## src/rtl/dspa_consts.svh

```systemverilog
`ifndef DSPA_CONSTS_SVH
`define DSPA_CONSTS_SVH

// Register word offsets
`define DSPA_OFS_READ_PAGE   4'h0
`define DSPA_OFS_WRITE_PAGE  4'h1
`define DSPA_OFS_PRIORITY    4'h2
`define DSPA_OFS_IRQ_STATUS  4'h3
`define DSPA_OFS_IRQ_CLEAR   4'h4
`define DSPA_OFS_IRQ_ENABLE  4'h5
`define DSPA_OFS_TRAP_LO     4'h6
`define DSPA_OFS_TRAP_HI     4'h7
`define DSPA_OFS_STATUS      4'h8

// Reset values
`define DSPA_READ_PAGE_RST   10'h001
`define DSPA_WRITE_PAGE_RST  9'h001
`define DSPA_PRIORITY_RST    16'h0000

// Priority encodings
`define DSPA_PRIO_DEFAULT    16'h0000
`define DSPA_PRIO_DMA_HIGH   16'h0020

// Field positions
`define DSPA_ADDR_UPPER      15
`define DSPA_RPAGE_WINDOW    9
`define DSPA_IRQ_TRAP        0
`define DSPA_IRQ_STALL       1
`define DSPA_M_CPU           0
`define DSPA_M_DMA           1
`define DSPA_M_DBG           2

`endif

```

## src/rtl/dspa_pkg.sv

```systemverilog
package dspa_pkg;

  typedef enum logic [1:0] {DSPA_CPU, DSPA_DMA, DSPA_DBG} dspa_master_e;

  typedef logic [23:0] dspa_ext_addr_t;
  typedef logic [15:0] dspa_word_t;

  typedef struct packed {
    logic [9:0]     read_page;
    logic [8:0]     write_page;
    dspa_word_t     prio;
    logic [1:0]     irq_status;
    logic [1:0]     irq_enable;
    dspa_ext_addr_t trap_addr;
    dspa_word_t     rdata;
    logic [2:0]     grant;
    logic           mem_req;
    logic           mem_we;
    dspa_ext_addr_t mem_addr;
    dspa_master_e   mem_master;
    logic           trap;
    logic           irq;
  } dspa_state_s;

endpackage

```

## src/rtl/dspa_addr_map.sv

```systemverilog
`timescale 1ns/1ps
`include "dspa_consts.svh"
module dspa_addr_map (
  input  wire logic            we_in,
  input  wire dspa_pkg::dspa_word_t base_effective_addr_in,
  input  wire logic [9:0]      read_page_in,
  input  wire logic [8:0]      write_page_in,
  output dspa_pkg::dspa_ext_addr_t ext_addr_out,
  output logic                 page_err_out
);
  import dspa_pkg::*;

  logic [8:0] page;

  always_comb begin
    page         = we_in ? write_page_in : read_page_in[8:0];
    page_err_out = 1'b0;
    if (!base_effective_addr_in[`DSPA_ADDR_UPPER]) begin
      ext_addr_out = {8'h00, base_effective_addr_in};
    end else begin
      ext_addr_out = {page, base_effective_addr_in[14:0]};
      page_err_out = we_in ? (write_page_in == 9'h000)
                           : (read_page_in == 10'h000);
    end
  end
endmodule // dspa_addr_map

```

## src/rtl/dspa_arbiter.sv

```systemverilog
`timescale 1ns/1ps
`include "dspa_consts.svh"
module dspa_arbiter (
  input  wire logic [2:0]         req_in,
  input  wire logic               dma_first_in,
  output logic [2:0]              grant_out,
  output dspa_pkg::dspa_master_e  sel_out
);
  import dspa_pkg::*;

  // Raised and lowered groups each keep their own order; debug always last
  always_comb begin
    grant_out = 3'h0;
    sel_out   = DSPA_CPU;
    if (dma_first_in && req_in[`DSPA_M_DMA]) begin
      grant_out[`DSPA_M_DMA] = 1'b1;
      sel_out                = DSPA_DMA;
    end else if (req_in[`DSPA_M_CPU]) begin
      grant_out[`DSPA_M_CPU] = 1'b1;
      sel_out                = DSPA_CPU;
    end else if (req_in[`DSPA_M_DMA]) begin
      grant_out[`DSPA_M_DMA] = 1'b1;
      sel_out                = DSPA_DMA;
    end else if (req_in[`DSPA_M_DBG]) begin
      grant_out[`DSPA_M_DBG] = 1'b1;
      sel_out                = DSPA_DBG;
    end
  end
endmodule // dspa_arbiter

```

## src/rtl/dspa_top.sv

```systemverilog
`timescale 1ns/1ps
`include "dspa_consts.svh"
module dspa_top (
  input  wire logic                 clk_in,
  input  wire logic                 resetn_in,
  input  wire logic [3:0]           reg_addr_in,
  input  wire dspa_pkg::dspa_word_t reg_wdata_in,
  input  wire logic                 reg_wr_in,
  input  wire logic                 reg_rd_in,
  output dspa_pkg::dspa_word_t      reg_rdata_out,
  input  wire logic                 cpu_req_in,
  input  wire logic                 cpu_we_in,
  input  wire dspa_pkg::dspa_word_t cpu_addr_in,
  input  wire logic                 dma_req_in,
  input  wire logic                 dma_we_in,
  input  wire dspa_pkg::dspa_word_t dma_addr_in,
  input  wire logic                 dbg_req_in,
  input  wire logic                 dbg_we_in,
  input  wire dspa_pkg::dspa_word_t dbg_addr_in,
  output logic                      cpu_grant_out,
  output logic                      dma_grant_out,
  output logic                      dbg_grant_out,
  output logic                      mem_req_out,
  output logic                      mem_we_out,
  output dspa_pkg::dspa_ext_addr_t  mem_addr_out,
  output dspa_pkg::dspa_master_e    mem_master_out,
  output logic                      addr_trap_out,
  output logic                      irq_out
);
  import dspa_pkg::*;

  dspa_state_s    st_q;
  dspa_state_s    st_d;
  logic [2:0]     req_raw;
  logic [2:0]     req_eff;
  logic [2:0]     grant_c;
  dspa_master_e   sel_c;
  logic           sel_we;
  dspa_word_t     sel_addr;
  dspa_ext_addr_t map_addr;
  logic           map_err;
  logic           dma_first;
  logic           prio_reserved;
  logic [1:0]     ev;
  logic [1:0]     clr;

  assign req_raw = {dbg_req_in, dma_req_in, cpu_req_in};
  // A master just granted sees its grant now; its held request is not retaken
  assign req_eff = req_raw & ~st_q.grant;
  assign dma_first = (st_q.prio == `DSPA_PRIO_DMA_HIGH);
  // Reserved priority values fall back to the default order
  assign prio_reserved = (st_q.prio != `DSPA_PRIO_DEFAULT) && !dma_first;

  dspa_arbiter u_arb (
    .req_in       (req_eff),
    .dma_first_in (dma_first),
    .grant_out    (grant_c),
    .sel_out      (sel_c)
  );

  always_comb begin
    unique case (sel_c)
      DSPA_CPU: begin
        sel_we   = cpu_we_in;
        sel_addr = cpu_addr_in;
      end
      DSPA_DMA: begin
        sel_we   = dma_we_in;
        sel_addr = dma_addr_in;
      end
      DSPA_DBG: begin
        sel_we   = dbg_we_in;
        sel_addr = dbg_addr_in;
      end
      default: begin
        sel_we   = 1'b0;
        sel_addr = 16'h0000;
      end
    endcase
  end

  dspa_addr_map u_map (
    .we_in                  (sel_we),
    .base_effective_addr_in (sel_addr),
    .read_page_in           (st_q.read_page),
    .write_page_in          (st_q.write_page),
    .ext_addr_out           (map_addr),
    .page_err_out           (map_err)
  );

  always_comb begin
    st_d         = st_q;
    st_d.trap    = 1'b0;
    st_d.mem_req = 1'b0;
    st_d.grant   = 3'h0;
    st_d.rdata   = 16'h0000;
    clr          = 2'h0;
    ev           = 2'h0;

    if (reg_wr_in) begin
      unique case (reg_addr_in)
        `DSPA_OFS_READ_PAGE: begin
          if (reg_wdata_in[9:0] != 10'h000) begin
            st_d.read_page = reg_wdata_in[9:0];
          end
        end
        `DSPA_OFS_WRITE_PAGE: begin
          if (reg_wdata_in[8:0] != 9'h000) begin
            st_d.write_page = reg_wdata_in[8:0];
          end
        end
        `DSPA_OFS_PRIORITY:   st_d.prio = reg_wdata_in;
        `DSPA_OFS_IRQ_CLEAR:  clr = reg_wdata_in[1:0];
        `DSPA_OFS_IRQ_ENABLE: st_d.irq_enable = reg_wdata_in[1:0];
        default: ;
      endcase
    end

    if (|grant_c) begin
      st_d.grant      = grant_c;
      st_d.mem_we     = sel_we;
      st_d.mem_addr   = map_addr;
      st_d.mem_master = sel_c;
      if (map_err) begin
        st_d.trap      = 1'b1;
        st_d.trap_addr = map_addr;
        ev[`DSPA_IRQ_TRAP] = 1'b1;
      end else begin
        st_d.mem_req = 1'b1;
      end
    end
    // Losers stay suspended and are counted as a stall event
    ev[`DSPA_IRQ_STALL] = |(req_eff & ~grant_c);

    // A new event wins over a clear in the same cycle
    st_d.irq_status = (st_q.irq_status & ~clr) | ev;
    st_d.irq        = |(st_d.irq_status & st_d.irq_enable);

    if (reg_rd_in) begin
      unique case (reg_addr_in)
        `DSPA_OFS_READ_PAGE:  st_d.rdata = {6'h00, st_q.read_page};
        `DSPA_OFS_WRITE_PAGE: st_d.rdata = {7'h00, st_q.write_page};
        `DSPA_OFS_PRIORITY:   st_d.rdata = st_q.prio;
        `DSPA_OFS_IRQ_STATUS: st_d.rdata = {14'h0000, st_q.irq_status};
        `DSPA_OFS_IRQ_ENABLE: st_d.rdata = {14'h0000, st_q.irq_enable};
        `DSPA_OFS_TRAP_LO:    st_d.rdata = st_q.trap_addr[15:0];
        `DSPA_OFS_TRAP_HI:    st_d.rdata = {8'h00, st_q.trap_addr[23:16]};
        `DSPA_OFS_STATUS:     st_d.rdata = {12'h000, dma_first, prio_reserved,
                                            st_q.mem_master};
        default:              st_d.rdata = 16'h0000;
      endcase
    end
  end

  always_ff @(posedge clk_in or negedge resetn_in) begin
    if (!resetn_in) begin
      st_q            <= '0;
      st_q.read_page  <= `DSPA_READ_PAGE_RST;
      st_q.write_page <= `DSPA_WRITE_PAGE_RST;
      st_q.prio       <= `DSPA_PRIORITY_RST;
      st_q.mem_master <= DSPA_CPU;
    end else begin
      st_q <= st_d;
    end
  end

  assign reg_rdata_out  = st_q.rdata;
  assign cpu_grant_out  = st_q.grant[`DSPA_M_CPU];
  assign dma_grant_out  = st_q.grant[`DSPA_M_DMA];
  assign dbg_grant_out  = st_q.grant[`DSPA_M_DBG];
  assign mem_req_out    = st_q.mem_req;
  assign mem_we_out     = st_q.mem_we;
  assign mem_addr_out   = st_q.mem_addr;
  assign mem_master_out = st_q.mem_master;
  assign addr_trap_out  = st_q.trap;
  assign irq_out        = st_q.irq;

  property p_pages_nonzero;
    @(posedge clk_in) disable iff (!resetn_in)
      (st_q.read_page != 10'h000) && (st_q.write_page != 9'h000);
  endproperty
  a_pages_nonzero: assert property (p_pages_nonzero)
    else $error("page register holds zero");

  property p_zero_write_kept;
    @(posedge clk_in) disable iff (!resetn_in)
      (reg_wr_in && reg_addr_in == `DSPA_OFS_READ_PAGE && reg_wdata_in[9:0] == 10'h000)
      |=> (st_q.read_page == $past(st_q.read_page));
  endproperty
  a_zero_write_kept: assert property (p_zero_write_kept)
    else $error("zero write changed read page");

  property p_read_addr;
    @(posedge clk_in) disable iff (!resetn_in)
      (|grant_c && !sel_we && sel_addr[15] && !st_q.read_page[9] && !map_err)
      |=> mem_req_out && !mem_we_out
          && mem_addr_out == {$past(st_q.read_page[8:0]), $past(sel_addr[14:0])};
  endproperty
  a_read_addr: assert property (p_read_addr)
    else $error("upper read address wrong");

  property p_write_addr;
    @(posedge clk_in) disable iff (!resetn_in)
      (|grant_c && sel_we && sel_addr[15] && !map_err)
      |=> mem_req_out && mem_we_out
          && mem_addr_out == {$past(st_q.write_page), $past(sel_addr[14:0])};
  endproperty
  a_write_addr: assert property (p_write_addr)
    else $error("upper write address wrong");

  property p_low_pass;
    @(posedge clk_in) disable iff (!resetn_in)
      (|grant_c && !sel_addr[15])
      |=> mem_req_out && !addr_trap_out && mem_addr_out == {8'h00, $past(sel_addr)};
  endproperty
  a_low_pass: assert property (p_low_pass)
    else $error("lower half not passed through");

  property p_trap;
    @(posedge clk_in) disable iff (!resetn_in)
      (|grant_c && map_err) |=> addr_trap_out && !mem_req_out ##1 !addr_trap_out;
  endproperty
  a_trap: assert property (p_trap)
    else $error("page zero access not trapped");

  property p_default_order;
    @(posedge clk_in) disable iff (!resetn_in)
      (req_eff[0] && req_eff[1] && st_q.prio == `DSPA_PRIO_DEFAULT)
      |=> cpu_grant_out && !dma_grant_out && !dbg_grant_out;
  endproperty
  a_default_order: assert property (p_default_order)
    else $error("CPU not first by default");

  property p_raised_order;
    @(posedge clk_in) disable iff (!resetn_in)
      (reg_wr_in && reg_addr_in == `DSPA_OFS_PRIORITY
       && reg_wdata_in == `DSPA_PRIO_DMA_HIGH)
      ##1 (req_eff[0] && req_eff[1] && !reg_wr_in)
      |=> dma_grant_out && !cpu_grant_out;
  endproperty
  a_raised_order: assert property (p_raised_order)
    else $error("DMA not first after priority write");

  property p_dbg_last;
    @(posedge clk_in) disable iff (!resetn_in)
      dbg_grant_out |-> !$past(req_eff[0]) && !$past(req_eff[1]);
  endproperty
  a_dbg_last: assert property (p_dbg_last)
    else $error("debug granted over a higher master");

  property p_one_grant;
    @(posedge clk_in) disable iff (!resetn_in)
      $onehot0({cpu_grant_out, dma_grant_out, dbg_grant_out})
      && (mem_req_out || addr_trap_out) == (cpu_grant_out || dma_grant_out || dbg_grant_out);
  endproperty
  a_one_grant: assert property (p_one_grant)
    else $error("more than one grant in a cycle");

  property p_served_later;
    @(posedge clk_in) disable iff (!resetn_in)
      (req_eff[0] && req_eff[1] && !dma_first && !reg_wr_in) ##1 dma_req_in
      |=> dma_grant_out;
  endproperty
  a_served_later: assert property (p_served_later)
    else $error("suspended master not served next");

  property p_irq_level;
    @(posedge clk_in) disable iff (!resetn_in)
      irq_out == |(st_q.irq_status & st_q.irq_enable);
  endproperty
  a_irq_level: assert property (p_irq_level)
    else $error("interrupt output disagrees with status");

  property p_wpage_zero_kept;
    @(posedge clk_in) disable iff (!resetn_in)
      (reg_wr_in && reg_addr_in == `DSPA_OFS_WRITE_PAGE && reg_wdata_in[8:0] == 9'h000)
      |=> (st_q.write_page == $past(st_q.write_page));
  endproperty
  a_wpage_zero_kept: assert property (p_wpage_zero_kept)
    else $error("zero write changed write page");

  property p_rpage_taken;
    @(posedge clk_in) disable iff (!resetn_in)
      (reg_wr_in && reg_addr_in == `DSPA_OFS_READ_PAGE && reg_wdata_in[9:0] != 10'h000)
      |=> (st_q.read_page == $past(reg_wdata_in[9:0]));
  endproperty
  a_rpage_taken: assert property (p_rpage_taken)
    else $error("read page write lost");

  property p_wpage_taken;
    @(posedge clk_in) disable iff (!resetn_in)
      (reg_wr_in && reg_addr_in == `DSPA_OFS_WRITE_PAGE && reg_wdata_in[8:0] != 9'h000)
      |=> (st_q.write_page == $past(reg_wdata_in[8:0]));
  endproperty
  a_wpage_taken: assert property (p_wpage_taken)
    else $error("write page write lost");

  property p_page0_window;
    @(posedge clk_in) disable iff (!resetn_in)
      (|grant_c && sel_addr <= 16'h2FFF)
      |=> mem_req_out && mem_addr_out <= 24'h002FFF;
  endproperty
  a_page0_window: assert property (p_page0_window)
    else $error("low address left page zero");

  property p_dma_first_order;
    @(posedge clk_in) disable iff (!resetn_in)
      (req_eff[0] && req_eff[1] && st_q.prio == `DSPA_PRIO_DMA_HIGH)
      |=> dma_grant_out && !cpu_grant_out;
  endproperty
  a_dma_first_order: assert property (p_dma_first_order)
    else $error("DMA not first under raised priority");

  property p_stall_sets;
    @(posedge clk_in) disable iff (!resetn_in)
      (|(req_eff & ~grant_c)) |=> st_q.irq_status[`DSPA_IRQ_STALL];
  endproperty
  a_stall_sets: assert property (p_stall_sets)
    else $error("suspended request not flagged");

  property p_status_sticky;
    @(posedge clk_in) disable iff (!resetn_in)
      (st_q.irq_status[`DSPA_IRQ_STALL]
       && !(reg_wr_in && reg_addr_in == `DSPA_OFS_IRQ_CLEAR && reg_wdata_in[1]))
      |=> st_q.irq_status[`DSPA_IRQ_STALL];
  endproperty
  a_status_sticky: assert property (p_status_sticky)
    else $error("stall status dropped without a clear");

  property p_rdata_idle;
    @(posedge clk_in) disable iff (!resetn_in)
      !reg_rd_in |=> (reg_rdata_out == 16'h0000);
  endproperty
  a_rdata_idle: assert property (p_rdata_idle)
    else $error("read data outside its cycle");

endmodule // dspa_top

```

## config.mk

```make
export PLATFORM = sky130hd
export DESIGN_NAME = dspa_top
export DESIGN_NICKNAME = d
export VERILOG_FILES = /design/src/rtl/dspa_pkg.sv /design/src/rtl/dspa_addr_map.sv /design/src/rtl/dspa_arbiter.sv /design/src/rtl/dspa_top.sv
export VERILOG_INCLUDE_DIRS = /design/src /design/src/rtl
export SDC_FILE = /design/constraint.sdc
export NUM_CORES = 1
export LEC_CHECK = 0
export BUFFER_PORTS_ARGS = -buffer_cell sky130_fd_sc_hd__buf_2
export CAP_MARGIN = 20
export CORE_UTILIZATION = 48
export CTS_CLUSTER_SIZE = 20
export DETAILED_ROUTE_END_ITERATION = 6
export PLACE_DENSITY_LB_ADDON = 0.05
export SYNTH_ARGS = -nofsm -noshare
export SYNTH_HDL_FRONTEND = slang
export SYNTH_SLANG_ARGS = --single-unit
export TNS_END_PERCENT = 100
```

## constraint.sdc

```tcl
create_clock -name clk_in -period 4.55 [get_ports clk_in]
set_clock_uncertainty 0.1 [all_clocks]
set_input_delay 0.6825 -clock clk_in [delete_from_list [all_inputs] [get_ports clk_in]]
set_output_delay 0.6825 -clock clk_in [all_outputs]
set_load 0.01 [all_outputs]
```

# Yosys cells after proc, flatten, opt, wreduce, memory -nomap -nowiden
# Index checks and enable logic that the tools add are counted.
# W data, S select, Z words.
[word_totals] ff_bits=112 output_inout_bits=49 elab_cells=78
[classes] n_eq_ne=11 muxes=28 n_bitwise=8 reduce_logical=17
[op_table] cell="$pmux W16 S8" n=1
[op_table] cell="$pmux W16 S3" n=1
[op_table] cell="$mux W32" n=1
[op_table] cell="$mux W24" n=1
[op_table] cell="$mux W2" n=9
[op_table] cell="$eq A16 B6 Y1 const B" n=1
[op_table] cell="$eq A4 B3 Y1 const B" n=4
[op_table] cell="$mux W16" n=1
[op_table] cell="$reduce_bool A16 Y1" n=1
[op_table] cell="$mux W1" n=12
[op_table] cell="$logic_not A10 Y1" n=1
[op_table] cell="$reduce_bool A10 Y1" n=1
[op_table] cell="$logic_not A9 Y1" n=1
[op_table] cell="$mux W9" n=1
[op_table] cell="$reduce_bool A9 Y1" n=1
[op_table] cell="$eq A4 B2 Y1 const B" n=2
[op_table] cell="$and A3 B3 Y3" n=2
[op_table] cell="$not A3 Y3" n=2
[op_table] cell="$reduce_and A3 Y1" n=2
[op_table] cell="$reduce_or A3 Y1" n=2
[op_table] cell="$and A2 B2 Y2" n=2
[op_table] cell="$eq A4 B1 Y1 const B" n=1
[op_table] cell="$eq A4 B4 Y1 const B" n=1
[op_table] cell="$logic_not A4 Y1" n=1
[op_table] cell="10 further kinds" n=12

# Logic depth before layout (Yosys ltp)
[depth] ltp_word=15 depth_mapped=8

# Modules after synthesis
# A second synthesis with hierarchy kept.
[unflattened] hier_cells=486 area_unflattened_um2=5850.6
[modules_own_cells] mod="dspa_top" n_inst=1 cells_each=437 area_per_inst_um2=5456.5 seq_area_each_um2=2805.2
[modules_own_cells] mod="dspa_addr_map" n_inst=1 cells_each=43 area_per_inst_um2=352.8 seq_area_each_um2=0.0
[modules_own_cells] mod="dspa_arbiter" n_inst=1 cells_each=6 area_per_inst_um2=41.3 seq_area_each_um2=0.0

# Worst setup path before layout
# OpenSTA, ideal clock, no wires.
[synth_timing] kind="input -> register" from="input port dma_req_in" to="register st_q[49] (netlist name)" setup_ns=0.079 arrival_ns=2.191 slack_ns=2.179 stages=8 n_path_buf=2 cell_sequence="nor2b_1 -> buf_2 -> nor3_4 -> a32oi_1 -> a31o_1 -> a21oi_4 -> buf_6 -> mux2i_1"
[synth_via] elab_chain_len=9 elab_cells_between_ends=21 cone_classes="eq/ne: 2; mux: 14; bitwise: 1; reduce/logical: 4"
[synth_rtl] item="start, declared" line_no="dspa_top.sv:14" rtl="input wire logic dma_req_in,"
[synth_rtl] item="$and A3 B3 Y3 (*)" line_no="dspa_top.sv:49" rtl="assign req_eff = req_raw & ~st_q.grant;"
[synth_rtl] item="$mux W2" line_no="dspa_arbiter.sv:21" rtl="end else if (req_in[`DSPA_M_DMA]) begin"
[synth_rtl] item="$mux W2" line_no="dspa_arbiter.sv:18" rtl="end else if (req_in[`DSPA_M_CPU]) begin"
[synth_rtl] item="$mux W2" line_no="dspa_arbiter.sv:15" rtl="if (dma_first_in && req_in[`DSPA_M_DMA]) begin"
[synth_rtl] item="$eq A2 B2 Y1 (tied with other cells)" line_no="dspa_top.sv:62" rtl="unique case (sel_c)"
[synth_rtl] item="$pmux W1 S3" line_no="dspa_top.sv:62"
[synth_rtl] item="$mux W1" line_no="dspa_addr_map.sv:22" rtl="page_err_out = we_in ? (write_page_in == 9'h000)"
[synth_rtl] item="$mux W1" line_no="dspa_addr_map.sv:18" rtl="if (!base_effective_addr_in[`DSPA_ADDR_UPPER]) begin"
[synth_rtl] item="$reduce_and A2 Y1 (no line)"
[synth_rtl] item="end signal, assigned" line_no="dspa_top.sv:163" rtl="st_q <= st_d;"
[synth_rtl] item="end, declared" line_no="dspa_top.sv:32" rtl="dspa_state_s st_q;"
# Every way passes the cells marked *; elsewhere a longest branch is shown, timed or not.
# A chain may end at the register's enable or synchronous reset.

# Final worst setup path
[layout_timing] from="input port cpu_req_in" to="register st_q[66] (netlist name)"
[layout_via] elab_chain_len=8 elab_cells_between_ends=19 cone_classes="eq/ne: 2; mux: 13; bitwise: 1; reduce/logical: 3"
[layout_rtl] item="start, declared" line_no="dspa_top.sv:11" rtl="input wire logic cpu_req_in,"
[layout_rtl] item="$and A3 B3 Y3 (*)" line_no="dspa_top.sv:49"
[layout_rtl] item="$mux W2" line_no="dspa_arbiter.sv:18"
[layout_rtl] item="$mux W2" line_no="dspa_arbiter.sv:15"
[layout_rtl] item="$eq A2 B2 Y1 (tied with other cells)" line_no="dspa_top.sv:62"
[layout_rtl] item="$pmux W1 S3" line_no="dspa_top.sv:62"
[layout_rtl] item="$mux W1" line_no="dspa_addr_map.sv:22"
[layout_rtl] item="$mux W1" line_no="dspa_addr_map.sv:18"
[layout_rtl] item="$reduce_and A2 Y1 (no line)"
# Marked as above.

==> metrics <==
delay-heaviest family, CP=simple AND/OR/NAND/NOR gates; EDFF count, synth=0; fmax=0.3416 GHz; crit path setup slack, layout=1.623 ns; Syn Inst Count=465; slowest CP cell=a21oi_4; clock root buffer=clkbuf_8; CTS resizes=0; most frequent cells in the layout=buf_2, dfrtp_1, mux2_2, nor2_1, mux2i_1; DRT iter0 DRCs=210; Reg clk slew, reported paths=0.10 ns; Worst Path Max Fanout=26; element type at the critical path start=input pin; router iterations before antenna repair=5; pin count of the biggest net entering global routing=41; vias per std cell=about 5.6; share of post-route cells with drive strength above 1=37.09%; Final ANT Viol Nets=0; H-tree depth=3; RSZ-0062 raised after global routing=false; max-cap viol count=0; asr flop ratio synth=100.0%; period utilization=around 64%; initial antenna violation count=0; Worst Path Buf+Inv=1; Diodes inserted=0; CP Capture Type=register; CP cell instances=buf_2, nor2b_1, nor3_4, a32oi_1, nand4_1, a21oi_4, and2b_1; drt total wl=12310 microns; Final Instance Count excl. Fillers=690; core area=0.01084 sq mm; Starting Density=49.45%; Final Util=55.39%; post-synthesis sequential area ratio=52.33%; status=finished, final reports clean; Pleak=roughly 2.8 nW; # clock sinks=around 110; # DRC=0; filler cell count in the final layout=1012; via count=3873; first-pass GRT wire length=roughly 19000 microns; Synthesis Warnings=0; Die W=107.7 microns; placed cell count=673; Mapped Area=0.005360 sq mm; Ports=between 100 and 150; post-route minimum period=2.927 ns; DP Worst Slack=1.224 ns; final setup fails=0; max incr delay on CP=~0.75 ns; Die H=107.7 microns; Cell Rows=38; CTS Buffer Depth=2; dpl hpwl=9140 microns; I/O Buffers=126; die area=between 0.01 and 0.015 sq mm; pwr dens=417.0 mW/mm^2; Peak supply drop=0.0001896 V; clk_lat worst skew=0.38 ns; worst path required time=4.72 ns; GR Overflow Total=0; commonest non-fill, non-tap cell in the layout=buf_2; total CTS buffers=9; Crit Path Class=input pin to register; layout net count=623; library cells used by synthesis=53; Synth Flop Type=dfrtp_1; TNS Setup=0 ns; routability congestion estimate=0.8459; Avg Cell Area, Syn=~12 sq um; All-Layer GR Usage=22.24%; Hold Crit Class=input pin to asynchronous set/reset pin; DR WL/cell=17.84 microns; TritonCTS clock tree=yes; Mapped Nets=543; number of global-route vias before repair=3693; # hold bufs at CTS=0; Post-CTS Setup Bufs=0; Worst Max-Slew Pin Slew=1.048 ns; synthesized flop and latch total=112; Final Hold Fails=0; Final Max Tran Viols=0; Layout area overhead=12.02%; Slew headroom=29.66%; WP data arrival=slightly above 3 ns
==> report_power, final <==
part           internal (mW)  total, mW  switching [mW]
combinational          0.245      0.509           0.265
sequential              1.20       1.38           0.178
clock                  0.274      0.616           0.342
==> worst reg2reg max path, delay by kind of cell (launching register included) <==
family,cells,cell delay (ns)
simple gates,4,1.24
compound gates,2,1.08
flops,1,0.40
==> metrics by stage <==
stage | power [mW] | cell area, sq um | hold WS [ns]
detailed placement | 1.909 | 5793 | 0.3662
global route | 2.638 | 6005 | 0.1847
finish | 2.504 | 6005 | 0.1543
floorplan | 1.738 | 5360 | 0.2869
global placement | 1.890 | 5793 | 0.3615
CTS | 2.524 | 5997 | 0.1672
==> routing by layer <==
| metal | GRT usage (%) | part of all wire [%] | vias up |
|---|---|---|---|
| met3 | 2.663 | 4.7 | 17 |
| met1 | 32.18 | 48 | 1925 |
| met2 | 33.97 | 46 | 118 |
| li1 | - | - | 1813 |
| met4 | 8.904 | 1.7 | 0 |
| met5 | 0 | 0 | - |
==> Yosys cell counts (all sizes together), types with 2 or more instances <==
cell / count / share of area (%)
dfrtp: 110 / 51
buf: 53 / 7.2
mux2: 36 / 7.6
nor2: 31 / 2.2
mux2i: 26 / 4.9
a21oi: 24 / 2.5
nand2: 23 / 1.6
a22oi: 20 / 2.8
a222oi: 18 / 3.4
inv: 18 / 1.3
o21ai: 15 / 1.4
clkbuf: 11 / 0.77
nor2b: 9 / 1.1
nor3: 9 / 1.1
a31oi: 8 / 0.93
nor4: 8 / 1.7
nand3: 7 / 0.75
nand2b: 5 / 0.58
nor4b: 5 / 1.2
and2b: 3 / 0.42
nand4: 3 / 0.47
a221oi: 2 / 0.33
dfstp: 2 / 0.98
nand3b: 2 / 0.28
or4: 2 / 0.28
==> layout make-up <==
type | count | area, sq um | share of cell area [%]
clock buffer | 11 | 141.4 | 2.355
sequential | 112 | 2805 | 46.72
inverter | 18 | 67.56 | 1.125
clock inverter | 5 | 62.56 | 1.042
multi-input combinational | 271 | 2067 | 34.42
timing repair buffer | 133 | 685.7 | 11.42
tap | 140 | 175.2 | 2.917
==> logic make-up (layout without fill, tap and decap cells) <==
kind of cell	Yosys count	in the layout	share of synthesized area [%]
AO/OA/AOI/OAI	97	97	13.31
flip-flops	112	112	52.33
AND/OR/NAND/NOR	111	111	12.28
buffers and inverters	82	167	9.243
multiplexers	63	63	12.84
==> state kept, by name (all words and copies together) (netlist names) <==
signal	cells
cpu_grant_out	1
addr_trap_out	1
mem_addr_out	24
reg_rdata_out	16
dbg_grant_out	1
dma_grant_out	1
mem_req_out	1
mem_we_out	1
st_q	63
mem_master_out	2
irq_out	1
==> worst paths after layout <==
path                                  start               end  slack (ns)  cells past startpoint
min in group clk_in        mem_addr_out[19]  mem_addr_out[19]        0.38                      2
max in group asynchronous         resetn_in          st_q[88]        3.32                      2
min                               resetn_in  mem_addr_out[19]        0.15                      1
max                              cpu_req_in          st_q[66]        1.62                      7
min reg2reg                mem_addr_out[19]  mem_addr_out[19]        0.38                      2
max reg2reg                   cpu_grant_out          st_q[66]        1.63                      6
Note: power is estimated with default switching activity, not from simulation.
